<file path="config.mk">
export PLATFORM = sky130hd
export DESIGN_NAME = sktd_decoder
export DESIGN_NICKNAME = d
export VERILOG_FILES = /design/src/rtl/sktd_pkg.sv /design/src/rtl/sktd_decoder.sv
export VERILOG_INCLUDE_DIRS = /design/src /design/src/rtl
export SDC_FILE = /design/constraint.sdc
export NUM_CORES = 1
export LEC_CHECK = 0
export BUFFER_PORTS_ARGS = -buffer_cell sky130_fd_sc_hd__buf_2
export CAP_MARGIN = 15
export CORE_MARGIN = 2
export CORE_UTILIZATION = 50
export CTS_BUF_LIST = sky130_fd_sc_hd__clkbuf_8
export DETAILED_ROUTE_END_ITERATION = 16
export GPL_TIMING_DRIVEN = 0
export PLACE_DENSITY = 0.87
export SETUP_SLACK_MARGIN = 0.15
export SLEW_MARGIN = 20
export SYNTH_ARGS = -nofsm -noshare
export SYNTH_HDL_FRONTEND = slang
export SYNTH_SLANG_ARGS = --single-unit
</file>
<file path="constraint.sdc">
create_clock -name i_core_clk -period 4 [get_ports i_core_clk]
set_input_delay 0.4 -clock i_core_clk [delete_from_list [all_inputs] [get_ports i_core_clk]]
set_output_delay 0.4 -clock i_core_clk [all_outputs]
set_load 0.05 [all_outputs]
</file>
<file path="src/rtl/sktd_defs.svh">
// Constants for the skip test instruction decoder
`ifndef SKTD_DEFS_SVH
`define SKTD_DEFS_SVH

// Opcodes of the four skip tests
`define SKTD_OP_CONV_DONE 10'h287
`define SKTD_OP_EXT0_PIN 10'h03A
`define SKTD_OP_EXT1_PIN 10'h03B
`define SKTD_OP_PWR_DOWN 10'h003

// Bit positions inside the control registers
`define SKTD_CONV_EN_BIT 2
`define SKTD_EXT0_POL_BIT 2
`define SKTD_EXT1_POL_BIT 2

// Word offsets on the register bus (byte addresses)
`define SKTD_ADR_CTL_TWO 8'h00
`define SKTD_ADR_CTL_EXT0 8'h04
`define SKTD_ADR_CTL_EXT1 8'h08
`define SKTD_ADR_STATUS 8'h0C
`define SKTD_ADR_IRQ_STAT 8'h10
`define SKTD_ADR_IRQ_MASK 8'h14

// Reset values
`define SKTD_RST_CTL 4'h0
`define SKTD_RST_MASK 4'h0

// Interrupt status bit positions
`define SKTD_EV_SKIP 0
`define SKTD_EV_CONV 1
`define SKTD_EV_EXT0 2
`define SKTD_EV_EXT1 3

`endif

</file>
<file path="src/rtl/sktd_pkg.sv">
// Types shared by the skip test instruction decoder
`default_nettype none
package sktd_pkg;

   typedef enum logic [2:0] {
      SKTD_OP_NONE = 3'b000,
      SKTD_OP_CONV = 3'b001,
      SKTD_OP_EXT0 = 3'b010,
      SKTD_OP_EXT1 = 3'b011,
      SKTD_OP_PWR = 3'b100
   } sktd_op_t;

   typedef struct packed {
      logic cyc;
      logic stb;
      logic we;
      logic [7:0] adr;
      logic [3:0] sel;
      logic [31:0] dat;
   } sktd_wb_req_t;

   typedef struct packed {
      logic [2:0] pin0_sync;
      logic [2:0] pin1_sync;
      logic pin0_lvl;
      logic pin1_lvl;
      logic conv_flag;
      logic skip_pend;
      logic [3:0] hit;
      logic [3:0] ctl_two;
      logic [3:0] ctl_ext0;
      logic [3:0] ctl_ext1;
      logic [3:0] irq_stat;
      logic [3:0] irq_mask;
      logic irq;
      logic ack;
      logic [31:0] rdat;
      logic carry_keep;
   } sktd_state_t;

endpackage
`default_nettype wire

</file>
<file path="src/rtl/sktd_decoder.sv">
// Skip test instruction decoder with its control registers
// Contract
// RL1: Opcode 287h decodes as the one-cycle converter-done test; carry untouched.
// RL2: Enable bit 0: skip next instruction when the conversion flag is set.
// RL3: A converter-done skip clears the conversion flag in the same instruction.
// RL4: Enable bit 1: converter-done test is a no-op, flag unchanged.
// RL5: The converter enable is bit 2 of the second control register.
// RL6: Opcode 03Ah decodes as the one-cycle pin 0 test; carry untouched.
// RL7: Polarity 0: skip when pin 0 is low, else execute next.
// RL8: Polarity 1: skip when pin 0 is high, else execute next.
// RL9: Pin 0 polarity is bit 2 of the pin 0 control register.
// RL10: Opcode 03Bh decodes as the one-cycle pin 1 test; carry untouched.
// RL11: Polarity 0: skip when pin 1 is low, else execute next.
// RL12: Polarity 1: skip when pin 1 is high, else execute next.
// RL13: Pin 1 polarity is bit 2 of the pin 1 control register.
// RL14: Opcode 003h decodes as the one-cycle power-down test; carry untouched.
// RL15: Skip when the power-down flag is 1; flag never changed.
// RL16: A skipped instruction uses its cycle but has no effect at all.
`timescale 1ns/100ps
`default_nettype none
`include "sktd_defs.svh"

module sktd_decoder (
   input wire logic i_core_clk,
   input wire logic i_nrst,
   input wire logic i_issue,
   input wire logic [9:0] i_opcode,
   input wire logic i_conv_done,
   input wire logic i_powerdown_flag,
   input wire logic i_ext_irq_pin_0,
   input wire logic i_ext_irq_pin_1,
   input wire sktd_pkg::sktd_wb_req_t i_wb,
   output logic o_wb_ack,
   output logic [31:0] o_wb_dat,
   output logic o_irq,
   output logic o_skip_next,
   output logic [3:0] o_dec_hit,
   output logic o_carry_keep,
   output logic o_conversion_complete_flag,
   output logic [3:0] o_irq_control_reg_two,
   output logic [3:0] o_ext0_irq_control_reg,
   output logic [3:0] o_ext1_irq_control_reg
);
   import sktd_pkg::*;

   sktd_state_t st_r;
   sktd_state_t st_nxt;

   // Exact ten-bit match; anything else is not ours
   function automatic sktd_op_t sktd_decode(input logic [9:0] op);
      sktd_op_t k;
      k = SKTD_OP_NONE;
      if (op == `SKTD_OP_CONV_DONE) begin
         k = SKTD_OP_CONV; // RL1
      end else if (op == `SKTD_OP_EXT0_PIN) begin
         k = SKTD_OP_EXT0; // RL6
      end else if (op == `SKTD_OP_EXT1_PIN) begin
         k = SKTD_OP_EXT1; // RL10
      end else if (op == `SKTD_OP_PWR_DOWN) begin
         k = SKTD_OP_PWR; // RL14
      end
      return k;
   endfunction

   logic conv_en;
   logic ext0_match;
   logic ext1_match;
   logic irq_any;
   logic bus_req;
   sktd_op_t op_now;

   assign conv_en = st_r.ctl_two[`SKTD_CONV_EN_BIT]; // RL5
   // Skip when the filtered level equals the polarity bit
   assign ext0_match = (st_r.pin0_lvl ==
      st_r.ctl_ext0[`SKTD_EXT0_POL_BIT]); // RL9
   assign ext1_match = (st_r.pin1_lvl ==
      st_r.ctl_ext1[`SKTD_EXT1_POL_BIT]); // RL13
   assign irq_any = |(st_r.irq_stat & st_r.irq_mask);
   assign bus_req = i_wb.cyc && i_wb.stb && !st_r.ack;
   // A pending skip squashes whatever is issued next
   assign op_now = (i_issue && !st_r.skip_pend) ?
      sktd_decode(i_opcode) : SKTD_OP_NONE; // RL16

   always_comb begin
      logic conv_clr;
      logic skip;
      logic ev_ext0;
      logic ev_ext1;
      logic [3:0] ev;
      logic rd_stat;
      conv_clr = 1'b0;
      skip = 1'b0;
      ev_ext0 = 1'b0;
      ev_ext1 = 1'b0;
      ev = 4'h0;
      rd_stat = 1'b0;
      st_nxt = st_r;

      // Pins come from outside: three stages, level moves when 2 and 3 agree
      st_nxt.pin0_sync = {st_r.pin0_sync[1:0], i_ext_irq_pin_0};
      st_nxt.pin1_sync = {st_r.pin1_sync[1:0], i_ext_irq_pin_1};
      if (st_r.pin0_sync[2] == st_r.pin0_sync[1]) begin
         st_nxt.pin0_lvl = st_r.pin0_sync[2];
         ev_ext0 = (st_r.pin0_sync[2] != st_r.pin0_lvl);
      end
      if (st_r.pin1_sync[2] == st_r.pin1_sync[1]) begin
         st_nxt.pin1_lvl = st_r.pin1_sync[2];
         ev_ext1 = (st_r.pin1_sync[2] != st_r.pin1_lvl);
      end

      st_nxt.hit = 4'h0;
      unique case (op_now)
         SKTD_OP_NONE: begin
            skip = 1'b0;
         end
         SKTD_OP_CONV: begin
            st_nxt.hit = 4'h1; // RL1
            if (!conv_en && st_r.conv_flag) begin
               skip = 1'b1; // RL2
               conv_clr = 1'b1; // RL3
            end
            // With the enable set: no skip and no flag clear, only the hit RL4
         end
         SKTD_OP_EXT0: begin
            st_nxt.hit = 4'h2; // RL6
            skip = ext0_match; // RL7 RL8
         end
         SKTD_OP_EXT1: begin
            st_nxt.hit = 4'h4; // RL10
            skip = ext1_match; // RL11 RL12
         end
         SKTD_OP_PWR: begin
            st_nxt.hit = 4'h8; // RL14
            skip = i_powerdown_flag; // RL15
         end
      endcase
      st_nxt.carry_keep = |st_nxt.hit; // RL1 RL6 RL10 RL14

      // The skip waits for the next issue, however long that takes
      if (i_issue) begin
         st_nxt.skip_pend = skip; // RL16
      end

      // A new conversion result beats a clear in the same cycle
      st_nxt.conv_flag = (st_r.conv_flag && !conv_clr) || i_conv_done; // RL3

      // Register bus: one wait state, ack dropped after one cycle
      st_nxt.ack = bus_req;
      if (bus_req && i_wb.we && i_wb.sel[0]) begin
         if (i_wb.adr == `SKTD_ADR_CTL_TWO) begin
            st_nxt.ctl_two = i_wb.dat[3:0];
         end
         if (i_wb.adr == `SKTD_ADR_CTL_EXT0) begin
            st_nxt.ctl_ext0 = i_wb.dat[3:0];
         end
         if (i_wb.adr == `SKTD_ADR_CTL_EXT1) begin
            st_nxt.ctl_ext1 = i_wb.dat[3:0];
         end
         if (i_wb.adr == `SKTD_ADR_IRQ_MASK) begin
            st_nxt.irq_mask = i_wb.dat[3:0];
         end
      end
      if (bus_req) begin
         st_nxt.rdat = 32'h0000_0000;
         if (!i_wb.we) begin
            unique case (i_wb.adr)
               `SKTD_ADR_CTL_TWO: st_nxt.rdat[3:0] = st_r.ctl_two;
               `SKTD_ADR_CTL_EXT0: st_nxt.rdat[3:0] = st_r.ctl_ext0;
               `SKTD_ADR_CTL_EXT1: st_nxt.rdat[3:0] = st_r.ctl_ext1;
               `SKTD_ADR_STATUS: st_nxt.rdat[3:0] = {i_powerdown_flag,
                  st_r.pin1_lvl, st_r.pin0_lvl, st_r.conv_flag};
               `SKTD_ADR_IRQ_STAT: begin
                  st_nxt.rdat[3:0] = st_r.irq_stat;
                  rd_stat = 1'b1;
               end
               `SKTD_ADR_IRQ_MASK: st_nxt.rdat[3:0] = st_r.irq_mask;
               default: st_nxt.rdat = 32'h0000_0000;
            endcase
         end
      end

      // Sticky events; an event in the read-clear cycle survives
      ev[`SKTD_EV_SKIP] = skip;
      ev[`SKTD_EV_CONV] = i_conv_done;
      ev[`SKTD_EV_EXT0] = ev_ext0;
      ev[`SKTD_EV_EXT1] = ev_ext1;
      st_nxt.irq_stat = (rd_stat ? 4'h0 : st_r.irq_stat) | ev;
      st_nxt.irq = |(st_nxt.irq_stat & st_nxt.irq_mask);
   end

   always_ff @(posedge i_core_clk or negedge i_nrst) begin
      if (!i_nrst) begin
         st_r.pin0_sync <= 3'h0;
         st_r.pin1_sync <= 3'h0;
         st_r.pin0_lvl <= 1'b0;
         st_r.pin1_lvl <= 1'b0;
         st_r.conv_flag <= 1'b0;
         st_r.skip_pend <= 1'b0;
         st_r.hit <= 4'h0;
         st_r.ctl_two <= `SKTD_RST_CTL;
         st_r.ctl_ext0 <= `SKTD_RST_CTL;
         st_r.ctl_ext1 <= `SKTD_RST_CTL;
         st_r.irq_stat <= 4'h0;
         st_r.irq_mask <= `SKTD_RST_MASK;
         st_r.irq <= 1'b0;
         st_r.ack <= 1'b0;
         st_r.rdat <= 32'h0000_0000;
         st_r.carry_keep <= 1'b0;
      end else begin
         st_r <= st_nxt;
      end
   end

   assign o_wb_ack = st_r.ack;
   assign o_wb_dat = st_r.rdat;
   assign o_irq = st_r.irq;
   assign o_skip_next = st_r.skip_pend;
   assign o_dec_hit = st_r.hit;
   // None of these tests ever writes the carry
   assign o_carry_keep = st_r.carry_keep;
   assign o_conversion_complete_flag = st_r.conv_flag;
   assign o_irq_control_reg_two = st_r.ctl_two;
   assign o_ext0_irq_control_reg = st_r.ctl_ext0;
   assign o_ext1_irq_control_reg = st_r.ctl_ext1;

   logic pend_d;
   logic conv_d;
   assign pend_d = st_r.skip_pend;
   assign conv_d = st_r.conv_flag;

   // Helpers for the bus checks
   logic [3:0] wr_nib;
   logic mask_wr;
   assign wr_nib = i_wb.dat[3:0];
   assign mask_wr = bus_req && i_wb.we && i_wb.sel[0] &&
      (i_wb.adr == `SKTD_ADR_IRQ_MASK);
endmodule
`default_nettype wire

</file>
======== Word-level counts from Yosys, hierarchy flattened ========
Cells that the tools add are included.
storage, ports and cells
  output and inout port bits .............. 53
  register bits after elaboration ......... 69
  logic and storage cells ................. 75
  bits of input ports ..................... 64
cells by class
  mux-type cells .......................... 19
  eq/ne operators ......................... 19
  bitwise operators ....................... 2
  reduce and logical (&&, ||, !) cells .... 19
operator list
  kind                                                               number
  4-bit case mux with 6 select lines                                 1
  10-bit by 6-bit == test with 1-bit output (second input constant)  2
  8-bit by 4-bit == test with 1-bit output (second input constant)   2
  8-bit by 5-bit == test with 1-bit output (second input constant)   2
  4-bit 2-to-1 mux                                                   4
  4-bit case mux with 4 select lines                                 1
  3-bit 2-to-1 mux                                                   5
  10-bit == test (second input constant)                             1
  10-bit by 2-bit == test with 1-bit output (second input constant)  1
  8-bit by 3-bit == test with 1-bit output (second input constant)   1
  8-bit zero test                                                    1
  4-bit OR reduction                                                 2
  1-bit logical AND                                                  7
  1-bit 2-to-1 mux                                                   7
  3-bit by 2-bit == test with 1-bit output (second input constant)   2
  2-bit AND reduction                                                3
  1-bit case mux with 5 select lines                                 1
  4-bit AND                                                          1
  1-bit == test                                                      4
  1-bit zero test                                                    4
  4-bit bitwise OR                                                   1
  3-bit by 1-bit == test with 1-bit output (second input constant)   1
  3-bit == test (second input constant)                              1
  3-bit zero test                                                    1
  other kinds (2)                                                    3

======== Depth between registers and ports, before layout ========
Gate-level depths: netlist of run 1.
  depth in word-level cells ............... 11
  mapped depth ............................ 6
  gate-level depth less buffers ........... 6

======== Least setup slack after synthesis of run 1 ========
No wires, ideal clock.
  path kind ............................... reg-to-reg
  start ................................... register st_r (netlist bit o_wb_ack)
  end ..................................... register st_r (netlist bit o_irq_control_reg_two[0])
  cell stages (with the launch flop) ...... 6
  clock period less this slack ............ 1.858 ns
  buffers on the path ..................... 0
  arrival ................................. 1.733 ns
  setup slack ............................. 2.142 ns
  required time ........................... 3.875 ns
  setup time .............................. 0.125 ns
  cells stage by stage .................... dfrtp_1 > nand3b_1 > nor3_1 > nand2_1 > nor2_1 > mux2_2
between the ends
  cells in the longest elaborated chain, start to end .. 5
ends and longest elaborated chain
  element                               RTL line             text
  start, declared                       sktd_decoder.sv:46   sktd_state_t st_r;
  start signal, assigned                sktd_decoder.sv:210  st_r <= st_nxt;
  1-bit zero test                       sktd_decoder.sv:79   assign bus_req = i_wb.cyc && i_wb.stb && !st_r.ack;
  1-bit logical AND                     sktd_decoder.sv:79
  1-bit logical AND (2 in a row)        --
  2-bit AND reduction (no source line)  --
Every way passes these cells.
A chain may end at the register's enable or synchronous reset.

==> Implementation_results.wiki, run 1 <==
{| class="wikitable"
! Metric !! Value
|-
| Status || complete, no violations
|-
| DPL Wire Length || ~3400 um
|-
| Post-layout net count || 350
|-
| FP Rows || 24
|-
| Leakage power summed over all cells || approximately 1.6 nW
|-
| CP Capture Point || o_irq
|-
| CP startpoint kind || flip-flop
|-
| Die area || just over 0.005 mm^2
|-
| R2R setup slack || about 2.1 ns
|-
| Final setup violation count || 0
|-
| GPL Wtd Cong || roughly 0.84
|-
| Setup repair after global routing missed its margin || false
|-
| Mapped Cells || around 200
|-
| Clk Tree Root Cell || clkbuf_8
|-
| Total wire length after detailed routing || between 4000 and 5000 um
|-
| Share of layout cells above drive strength 1 || 0.502
|-
| DR WL/cell || approximately 13 um
|-
| Crit share post-route || 0.468
|-
| Worst-case setup slack after placement || about 2 ns
|-
| Clock input transition at the sequential cells of the worst setup and hold paths || approximately 0.08 ns
|-
| Peak fanout along the critical path || 6
|-
| Post-layout instance area || between 0.002 and 0.003 mm^2
|-
| Slowest CP cell || dfrtp_1
|-
| Final number of hold-violating endpoints || 0
|-
| EDFF count, synth || 0
|-
| Global-route wire length before repair || around 6900 um
|-
| Category of the critical setup timing path || flip-flop to flip-flop
|-
| Slowest stage delay, CP || between 0.3 and 0.4 ns
|-
| Worst min-delay path category || input port to flip-flop
|-
| Average instance area after synthesis || around 11 um^2
|-
| Launching element of the worst setup path || o_wb_ack
|-
| Number of H-tree branching levels || 2
|-
| Count of max-cap constraint violations || 0
|-
| Largest register by flop count || st_r
|-
| Slew margin rel. || 0.400
|-
| Number of register bits inferred by synthesis || a little over 40
|-
| Setup repair bufs after CTS || 0
|-
| Most frequent cells in the layout || buf_2, buf_4, dfrtp_1
|-
| Final WS setup || 2.13 ns
|-
| Predominant post-synthesis flop cell || dfrtp_1
|-
| WP data arrival || approximately 2.0 ns
|-
| Reg-to-Reg End || o_irq
|-
| Std-Cell Core Area || around 0.0044 mm^2
|-
| X dimension of the die || just over 70 um
|-
| Detail-routed via count per cell || between 4 and 5
|-
| Final min period || around 1.9 ns
|-
| Async set-reset flop share out of synthesis || 1.00
|-
| Cell Count Post-Placement || ~330
|-
| Total power per unit cell area || approximately 330 mW/mm^2
|-
| Effective utilization at floorplan || 0.516
|-
| Area growth from synthesis to layout || 25.1%
|-
| Endpoint kind of the worst setup timing path || flip-flop
|-
| Die Y || between 70 and 80 um
|-
| Final std cells w/o fill || 339
|-
| Required time reported for the critical path endpoint || about 4.2 ns
|-
| Detailed-route DRC error count || 0
|-
| Top post-synthesis cells by area || dfrtp_1, buf_4, mux2_2
|-
| Clock network latency to the later pin of the worst-skew pair || 0.29 ns
|-
| Final Skew || between 0.006 and 0.007 ns
|-
| Total overflow reported by the global router || 0
|-
| DRT Pass-1 Iters || 4
|-
| Worst R2R Path Depth || 6
|-
| CTS-repair resized insts || 0
|-
| Number of DRC violations after detailed-routing iteration 0 || 53
|-
| Number of primary I/O pins || roughly 120
|-
| Commonest non-fill, non-tap cell in the layout || buf_2
|-
| Library cell occupying the most area in the post-synthesis netlist || dfrtp_1
|-
| GRT Overall Usage || 0.177
|-
| # port buffers || 56
|-
| Cell area reported after detailed placement || ~0.0027 mm^2
|-
| # diodes || 0
|-
| CTS hold repair buffers || 0
|-
| Pin count of the biggest net entering global routing || 42
|-
| Post-Syn Area || 0.00225 mm^2
|-
| Top cell type's share of synthesized area || 0.457
|-
| Number of max-slew violations in the final report || 0
|-
| Number of global-route vias before repair || about 1.5k
|-
| Setup TNS || 0 ns
|-
| Total of fill cells in the finished design || 353
|-
| TritonCTS clock tree || built
|-
| Max FFs per register || 12
|-
| Sequential area share after synthesis || 0.457
|-
| Startpoint of the worst register-to-register path || o_wb_ack
|-
| Synthesis Warnings || 0
|-
| Max IR drop VDD || 0.000255 V
|-
| Pin slew with the least headroom to its limit || around 0.90 ns
|-
| Final ANT Viol Nets || 0
|-
| Sink Count || 41
|-
| Critical path cell sequence || nand3b_1, inv_1, nand4_1, a22o_1, a22oi_2, o211ai_2
|-
| Number of clock buffers inserted by TritonCTS || 5
|-
| Unique cell type count in the Yosys netlist || 42
|-
| Number of antenna violations at the first check in global routing || 0
|-
| Total number of vias || about 1.6k
|-
| Clock tree buffer depth || 2
|-
| Fmax || 534 MHz
|}
[logic make-up (layout without fill, tap and decap cells)]
kind of cell	count (synthesis)	count (layout)	synth area share
muxes	24	24	0.147
DFF	41	41	0.457
and+or+nand+nor	48	48	0.133
other	1	28	0.00167
xor gates and xnor gates	2	2	0.00780
buffers and inverters	57	121	0.180
AOI/OAI and AO/OA	23	23	0.0741
[metrics by stage]
| stage | hold WS, ns | total power (W) | util |
|---|---|---|---|
| global placement | 0.332 | 0.000585 | 0.618 |
| finish | 0.217 | 0.000917 | 0.645 |
| detailed placement | 0.341 | 0.000588 | 0.618 |
| global route | 0.199 | 0.000950 | 0.645 |
| CTS | 0.207 | 0.000922 | 0.645 |
| floorplan | 0.104 | 0.000550 | - |
[synth_stat cells (2+ instances only)]
cell      instances
buf_4            48
dfrtp_1          41
mux2_2           19
nand2_1          13
o21ai_0           8
inv_1             6
nor2_1            5
a22oi_1           4
mux4_1            4
nand2b_1          4
nand4_1           3
nor3_1            3
or2_2             3
a21oi_1           2
a22o_1            2
and2_1            2
buf_2             2
nand3_1           2
nor4_1            2
[worst max-delay path: cells and delay by family, from the launching register on]
family,cells,cell delay [ns]
DFF,1,0.38
and+or+nand+nor,2,0.52
AOI/OAI and AO/OA,3,0.62
buffers and inverters,1,0.22
[per-layer routing]
layer | part of all wire | routed length, um | track usage
met5 | 0 | 0 | 0
met4 | 0.018 | 79 | 0.0713
met3 | 0.077 | 333 | 0.0413
met2 | 0.50 | 2160 | 0.296
met1 | 0.41 | 1760 | 0.223
[where the power goes]
part	internal, W	total, W	switching (W)
sequential	0.000422	0.000428	0.00000544
combinational	0.0000491	0.000153	0.000104
clock	0.000201	0.000337	0.000136
total	0.000672	0.000917	0.000245
[how the worst min path moves through the flow]
stage / cells after the start / endpoint / from / slack, ns
6_report: 1 / st_nxt[67] / i_ext_irq_pin_0 / 0.22
5_1_grt: 1 / st_nxt[67] / i_ext_irq_pin_0 / 0.20
4_1_cts: 1 / st_nxt[67] / i_ext_irq_pin_0 / 0.21
3_5_place_dp: 0 / st_nxt[65] / st_nxt[64] / 0.34
3_3_place_gp: 0 / st_nxt[65] / st_nxt[64] / 0.33
2_1_floorplan: 0 / o_carry_keep / i_nrst / 0.10
[cell type report]
type	count	area, um^2	share of cell area
clock inverter	2	33.8	0.0120
sequential	41	1030	0.365
inverter	6	22.5	0.00802
tap	52	65.1	0.0232
buffer	51	382	0.136
multi-input combinational	125	917	0.327
clock buffer	6	82.6	0.0294
timing repair buffer	56	280	0.0998
(Power assumes the default switching activity.)
==> run 2, diff against run 1 <==
CORE_UTILIZATION = 47   (was 50)
PLACE_DENSITY = 0.83   (was 0.87)
clock period = 1.9 ns   (was 4 ns; I/O delays follow)
==> Implementation_results.wiki, run 2 (same netlist as run 1, synthesis figures left out) <==
{| class="wikitable"
! Metric !! Value
|-
| Area of combinational cells with multiple inputs || 920 um^2 (+0.27%)
|-
| Final min period || 1.71 ns (-0.164 ns)
|-
| Die area || 0.00535 mm^2 (+6.0%)
|-
| CP startpoint kind || flip-flop
|-
| Category of the critical setup timing path || flip-flop to flip-flop
|-
| WP buf/inv || 2 (+1)
|-
| Worst min-delay path category || input port to async pin
|-
| Critical path cell sequence || nand3b_1, inv_2, nand4_1, a222oi_1, buf_4, o211ai_2
|-
| # port buffers || 56 (unchanged)
|-
| Std-Cell Core Area || 0.00466 mm^2 (+7.0%)
|-
| Endpoint kind of the worst setup timing path || flip-flop
|-
| Max IR drop VDD || 0.000864 V (+240%)
|-
| Required time reported for the critical path endpoint || 2.07 ns (-2.10 ns)
|-
| Clock input transition at the sequential cells of the worst setup and hold paths || 0.08 ns (about the same)
|-
| Effective utilization at floorplan || 0.482 (-0.0339)
|-
| Largest register by flop count || st_r
|-
| Pin count of the biggest net entering global routing || 42 (unchanged)
|-
| GRT Overall Usage || 0.162 (-0.0153)
|-
| Status || complete, no violations
|-
| Leakage power summed over all cells || 1.60 nW (+1.8%)
|-
| Detailed-route DRC error count || 0 (unchanged)
|-
| Slowest stage delay, CP || 0.40 ns (+0.02 ns)
|-
| DR WL/cell || 11.7 um (-8.8%)
|-
| Global-route wire length before repair || 6450 um (-7.0%)
|-
| Number of antenna violations at the first check in global routing || 0 (unchanged)
|-
| Number of clock buffers inserted by TritonCTS || 5 (unchanged)
|-
| Clk Tree Root Cell || clkbuf_8
|-
| Count of max-cap constraint violations || 0 (unchanged)
|-
| Slew margin rel. || 0.404 (+0.00378)
|-
| Clock tree buffer depth || 2 (unchanged)
|-
| Total overflow reported by the global router || 0 (unchanged)
|-
| Crit share post-route || 0.899 (+0.431)
|-
| Die Y || 73.1 um (+3.0%)
|-
| Commonest non-fill, non-tap cell in the layout || buf_2
|-
| Flip-flop and latch area || 0.00103 mm^2 (+0.12%)
|-
| Sink Count || 41 (unchanged)
|-
| FP Rows || 25 (+4.2%)
|-
| Total of fill cells in the finished design || 400 (+13%)
|-
| Total power per unit cell area || 712 mW/mm^2 (+120%)
|-
| Final std cells w/o fill || 347 (+2.4%)
|-
| Fmax || 586 MHz (+9.6%)
|-
| Total wire length after detailed routing || 4040 um (-6.6%)
|-
| Post-layout net count || 356 (+1.7%)
|-
| Final number of hold-violating endpoints || 0 (unchanged)
|-
| Clock network latency to the later pin of the worst-skew pair || 0.30 ns (about the same)
|-
| X dimension of the die || 73.1 um (+3.0%)
|-
| GPL Wtd Cong || 0.816 (-3.0%)
|-
| DRT Pass-1 Iters || 4 (unchanged)
|-
| Number of max-slew violations in the final report || 0 (unchanged)
|-
| Peak fanout along the critical path || 4 (-2)
|-
| Setup repair after global routing missed its margin || true
|-
| Setup TNS || 0 ns (unchanged)
|-
| Share of layout cells above drive strength 1 || 0.519 (+0.0170)
|-
| Detail-routed via count per cell || 4.61 (-4.9%)
|-
| Slowest CP cell || dfrtp_2
|-
| Final setup violation count || 0 (unchanged)
|-
| Total number of vias || 1598 (-2.7%)
|-
| Max FFs per register || 12 (unchanged)
|-
| Final Skew || 0.00462 ns (-0.00194 ns)
|-
| Number of primary I/O pins || 117 (unchanged)
|-
| WP data arrival || 1.88 ns (-0.16 ns)
|-
| Number of H-tree branching levels || 2 (unchanged)
|-
| Pin slew with the least headroom to its limit || 0.894 ns (-0.00568 ns)
|-
| Most frequent cells in the layout || buf_2, buf_4, dfrtp_1
|-
| Number of DRC violations after detailed-routing iteration 0 || 68 (+28%)
|-
| TritonCTS clock tree || built
|-
| # diodes || 0 (unchanged)
|-
| Cell family with most CP delay || compound AO/OA/AOI/OAI gates
|-
| Area growth from synthesis to layout || 28.4%
|-
| DPL Wire Length || 3190 um (-5.7%)
|-
| Cell Count Post-Placement || 333 (+0.60%)
|-
| Number of global-route vias before repair || 1422 (-6.0%)
|-
| Final ANT Viol Nets || 0 (unchanged)
|}
## run 2: cell count changes in the layout (fill, tap and decap cells not counted), sizes merged
| cell | change |
|---|---|
| buf | +4 |
| bufinv | +1 |
| clkbuf | -1 |
| clkinv | +1 |
| dlygate4sd3 | +2 |
| inv | -1 |
## run 2: layout make-up
class | count | area share
Inverter | 6 | 0.00781
Buffer | 51 | 0.132
Multi-Input combinational cell | 125 | 0.319
Tap cell | 54 | 0.0234
Clock inverter | 3 | 0.0226
Clock buffer | 5 | 0.0239
Sequential cell | 41 | 0.356
Timing Repair Buffer | 62 | 0.115
## run 2: worst register-to-register path, delay by kind of cell, from the launching register on
kind / cells / cell delay [ns]
DFF: 1 / 0.40
and+or+nand+nor: 2 / 0.43
buffers and inverters: 2 / 0.29
AOI/OAI and AO/OA: 2 / 0.47
## run 2: metrics by stage
stage / hold WS (ns) / worst slack (ns) / util / total power, W / area (um^2)
after floorplan: -0.106 / 0.152 / - / 0.00116 / 2350
after global placement: 0.298 / 0.0221 / 0.579 / 0.00123 / 2700
after detailed placement: 0.300 / -0.00351 / 0.579 / 0.00124 / 2700
after CTS: 0.0301 / 0.167 / 0.617 / 0.00207 / 2880
after global routing: 0.0660 / 0.0679 / 0.619 / 0.00213 / 2880
final: 0.0112 / 0.193 / 0.619 / 0.00205 / 2880
## run 2: path summary, 6_finish.rpt
path                             startpoint                         end  slack [ns]  cells past startpoint
max in group asynchronous            i_nrst                    o_wb_ack        1.28                      1
worst min register to register   st_nxt[64]                  st_nxt[65]        0.35                      0
worst max register to register     o_wb_ack                       o_irq        0.19                      6
worst max-delay path               o_wb_ack                       o_irq        0.19                      6
min in group i_core_clk         i_conv_done  o_conversion_complete_flag        0.10                      2
worst min-delay path                 i_nrst    o_irq_control_reg_two[3]        0.01                      1
## run 2: power breakdown
| group | leakage [nW] | internal (W) | switching, W |
|---|---|---|---|
| Clock | 0.0681 | 0.000522 | 0.000304 |
| Sequential | 0.530 | 0.000889 | 0.0000115 |
| Combinational | 1.00 | 0.000110 | 0.000217 |
| Total | 1.60 | 0.00152 | 0.000532 |
## run 2: repair_timing
action,4_1_cts,5_1_grt
setup buffers,3,1
resized for setup,1,0
hold buffers,2,0
pin swaps,3,2
endpoints found under the setup margin,3,6
endpoints found under the hold margin,2,0
## run 2: routing by layer
metal | share of wire | wire length [um] | global-route usage
met5 | 0 | 0 | 0
met4 | 0.016 | 66 | 0.0679
met3 | 0.078 | 315 | 0.0470
met2 | 0.47 | 1910 | 0.258
met1 | 0.43 | 1750 | 0.206
==> run 3, diff against run 2 <==
CORE_UTILIZATION = 50   (was 47)
PLACE_DENSITY = 0.87   (was 0.83)
clock period = 2.05 ns   (was 1.9 ns; I/O delays follow)
==> Implementation_results.wiki, run 3 (same netlist as run 1, synthesis figures left out) <==
{| class="wikitable"
! Metric !! Value
|-
| Clk Tree Root Cell || clkbuf_8
|-
| Slew margin rel. || 0.400 (-0.00359)
|-
| Switching part of the total || 0.268 (+0.00832)
|-
| X dimension of the die || 71.0 um (-2.9%)
|-
| Number of antenna violations at the first check in global routing || 0 (unchanged)
|-
| Leakage power summed over all cells || 1.58 nW (-1.3%)
|-
| WP data arrival || 1.92 ns (+0.04 ns)
|-
| Endpoint kind of the worst setup timing path || flip-flop
|-
| Area growth from synthesis to layout || 25.7%
|-
| Std-Cell Core Area || 0.00435 mm^2 (-6.6%)
|-
| Share of layout cells above drive strength 1 || 0.509 (-0.0101)
|-
| TritonCTS clock tree || built
|-
| Fmax || 573 MHz (-2.2%)
|-
| Final min period || 1.75 ns (+0.0387 ns)
|-
| GPL Wtd Cong || 0.841 (+3.1%)
|-
| Effective utilization at floorplan || 0.516 (+0.0339)
|-
| Status || complete, no violations
|-
| Flip-flop and latch area || 0.00103 mm^2 (-0.12%)
|-
| Post-layout net count || 352 (-1.1%)
|-
| # port buffers || 56 (unchanged)
|-
| Hold path start || i_ext_irq_pin_0
|-
| Max FFs per register || 12 (unchanged)
|-
| Pin slew with the least headroom to its limit || 0.900 ns (+0.00538 ns)
|-
| Min-Delay Path Depth || 1
|-
| Peak fanout along the critical path || 4 (unchanged)
|-
| Max IR drop VDD || 0.000498 V (-42%)
|-
| Final WS setup || 0.304 ns (+0.111 ns)
|-
| Total overflow reported by the global router || 0 (unchanged)
|-
| R2R setup slack || 0.30 ns (+0.11 ns)
|-
| Total number of vias || 1648 (+3.1%)
|-
| FP Rows || 24 (-4.0%)
|-
| DRT Pass-1 Iters || 4 (unchanged)
|-
| Clock network latency to the later pin of the worst-skew pair || 0.29 ns (about the same)
|-
| Final ANT Viol Nets || 0 (unchanged)
|-
| Detailed-route DRC error count || 0 (unchanged)
|-
| Pin count of the biggest net entering global routing || 42 (unchanged)
|-
| Area of combinational cells with multiple inputs || 917 um^2 (-0.27%)
|-
| CP startpoint kind || flip-flop
|-
| Final number of hold-violating endpoints || 0 (unchanged)
|-
| Crit share post-route || 0.852 (-0.0469)
|-
| # diodes || 0 (unchanged)
|-
| Total power per unit cell area || 635 mW/mm^2 (-11%)
|-
| Number of global-route vias before repair || 1512 (+6.3%)
|-
| Total wire length after detailed routing || 4370 um (+8.2%)
|-
| Number of H-tree branching levels || 2 (unchanged)
|-
| Clock tree buffer depth || 2 (unchanged)
|-
| Number of clock buffers inserted by TritonCTS || 5 (unchanged)
|-
| Count of max-cap constraint violations || 0 (unchanged)
|-
| Clock network power share || 0.367 (-0.035)
|-
| Startpoint of the worst register-to-register path || o_wb_ack
|-
| Setup TNS || 0 ns (unchanged)
|-
| DPL Wire Length || 3380 um (+6.1%)
|-
| Largest register by flop count || st_r
|-
| Category of the critical setup timing path || flip-flop to flip-flop
|-
| Number of DRC violations after detailed-routing iteration 0 || 48 (-29%)
|-
| Total of fill cells in the finished design || 349 (-13%)
|-
| Sink Count || 41 (unchanged)
|-
| Number of primary I/O pins || 117 (unchanged)
|-
| Die Y || 71.0 um (-2.9%)
|-
| Reg-to-Reg End || o_irq_control_reg_two[0]
|-
| Clock input transition at the sequential cells of the worst setup and hold paths || 0.08 ns (about the same)
|-
| Most frequent cells in the layout || buf_2, buf_4, dfrtp_1
|-
| Number of max-slew violations in the final report || 0 (unchanged)
|-
| Setup repair after global routing missed its margin || false
|-
| GRT Overall Usage || 0.177 (+0.0153)
|-
| Required time reported for the critical path endpoint || 2.22 ns (+0.15 ns)
|-
| Die area || 0.00504 mm^2 (-5.7%)
|-
| Commonest non-fill, non-tap cell in the layout || buf_2
|-
| CTS hold repair buffers || 0 (-2)
|-
| Worst min-delay path category || input port to flip-flop
|-
| Internal power || 0.00131 W (-14%)
|-
| Sink of the worst hold path || st_nxt[67]
|-
| Switching pwr || 0.000480 W (-9.8%)
|-
| Detail-routed via count per cell || 4.83 (+4.9%)
|-
| Final Skew || 0.00713 ns (+0.00251 ns)
|-
| Final setup violation count || 0 (unchanged)
|-
| Worst R2R Path Depth || 5 (-1)
|-
| Portion of total power attributed to combinational logic || 0.168 (+0.009)
|-
| Global-route wire length before repair || 6930 um (+7.5%)
|-
| Worst-case setup slack after placement || 0.208 ns (+0.211 ns)
|-
| Sequential group share of total power || 0.465 (+0.026)
|-
| DR WL/cell || 12.8 um (+10%)
|}
## run 3: worst max-delay path by stage
| stage | end | from | slack, ns | cells after the start |
|---|---|---|---|---|
| 2_1_floorplan | o_irq_control_reg_two[0] | o_wb_ack | 0.19 | 5 |
| 3_3_place_gp | o_irq | o_wb_ack | 0.21 | 5 |
| 3_5_place_dp | o_irq | o_wb_ack | 0.21 | 5 |
| 4_1_cts | o_irq | o_wb_ack | 0.19 | 6 |
| 5_1_grt | o_irq | o_wb_ack | 0.16 | 6 |
| 6_report | o_irq_control_reg_two[0] | o_wb_ack | 0.30 | 5 |
## run 3: power groups by stage
stage | Clock (W) | Sequential [W] | Combinational, W
4_1_cts | 0.000668 | 0.000835 | 0.000297
3_3_place_gp | 0 | 0.000850 | 0.000291
6_report | 0.000658 | 0.000835 | 0.000301
3_5_place_dp | 0 | 0.000851 | 0.000296
5_1_grt | 0.000700 | 0.000836 | 0.000320
2_1_floorplan | 0 | 0.000853 | 0.000220
## run 3: worst max-delay path, stage by stage, from the launching register on
cell,delay [ns]
dfrtp_1,0.37
nand3b_1,0.24
nor3_1,0.27
nand2_1,0.08
nor2_1,0.28
mux2_2,0.38
## run 3: what timing repair did
action / CTS / global route
buffers inserted: 0 / 2
resized for setup: 0 / 1
setup endpoints to repair: 0 / 6
## run 3: area by class of cell
class                      instances  area share
buffer                            51       0.135
clock buffer                       6      0.0292
clock inverter                     2      0.0120
inverter                           6     0.00798
multi-input combinational        125       0.325
sequential                        41       0.363
tap                               52      0.0230
timing repair buffer              58       0.105
## run 3: metrics by stage
stage / hold slack [ns] / instance area [um^2] / total power (W) / instances / utilization
floorplan: -0.0906 / 2350 / 0.00107 / 223 / -
global placement: 0.312 / 2690 / 0.00114 / 331 / 0.618
detailed placement: 0.315 / 2690 / 0.00115 / 331 / 0.618
CTS: 0.0121 / 2810 / 0.00180 / 339 / 0.645
global route: 0.00418 / 2820 / 0.00186 / 341 / 0.649
finish: 0.0219 / 2820 / 0.00179 / 341 / 0.649
## run 3: routing by layer
layer  track usage  routed length [um]  vias to the layer above  share of wire
met2         0.296                2150                       76           0.49
met3        0.0413                 317                       13          0.072
met1         0.223                1820                      753           0.42
met5             0                   0                        -              0
met4        0.0713                  95                        0          0.022
li1              -                   -                      806              -
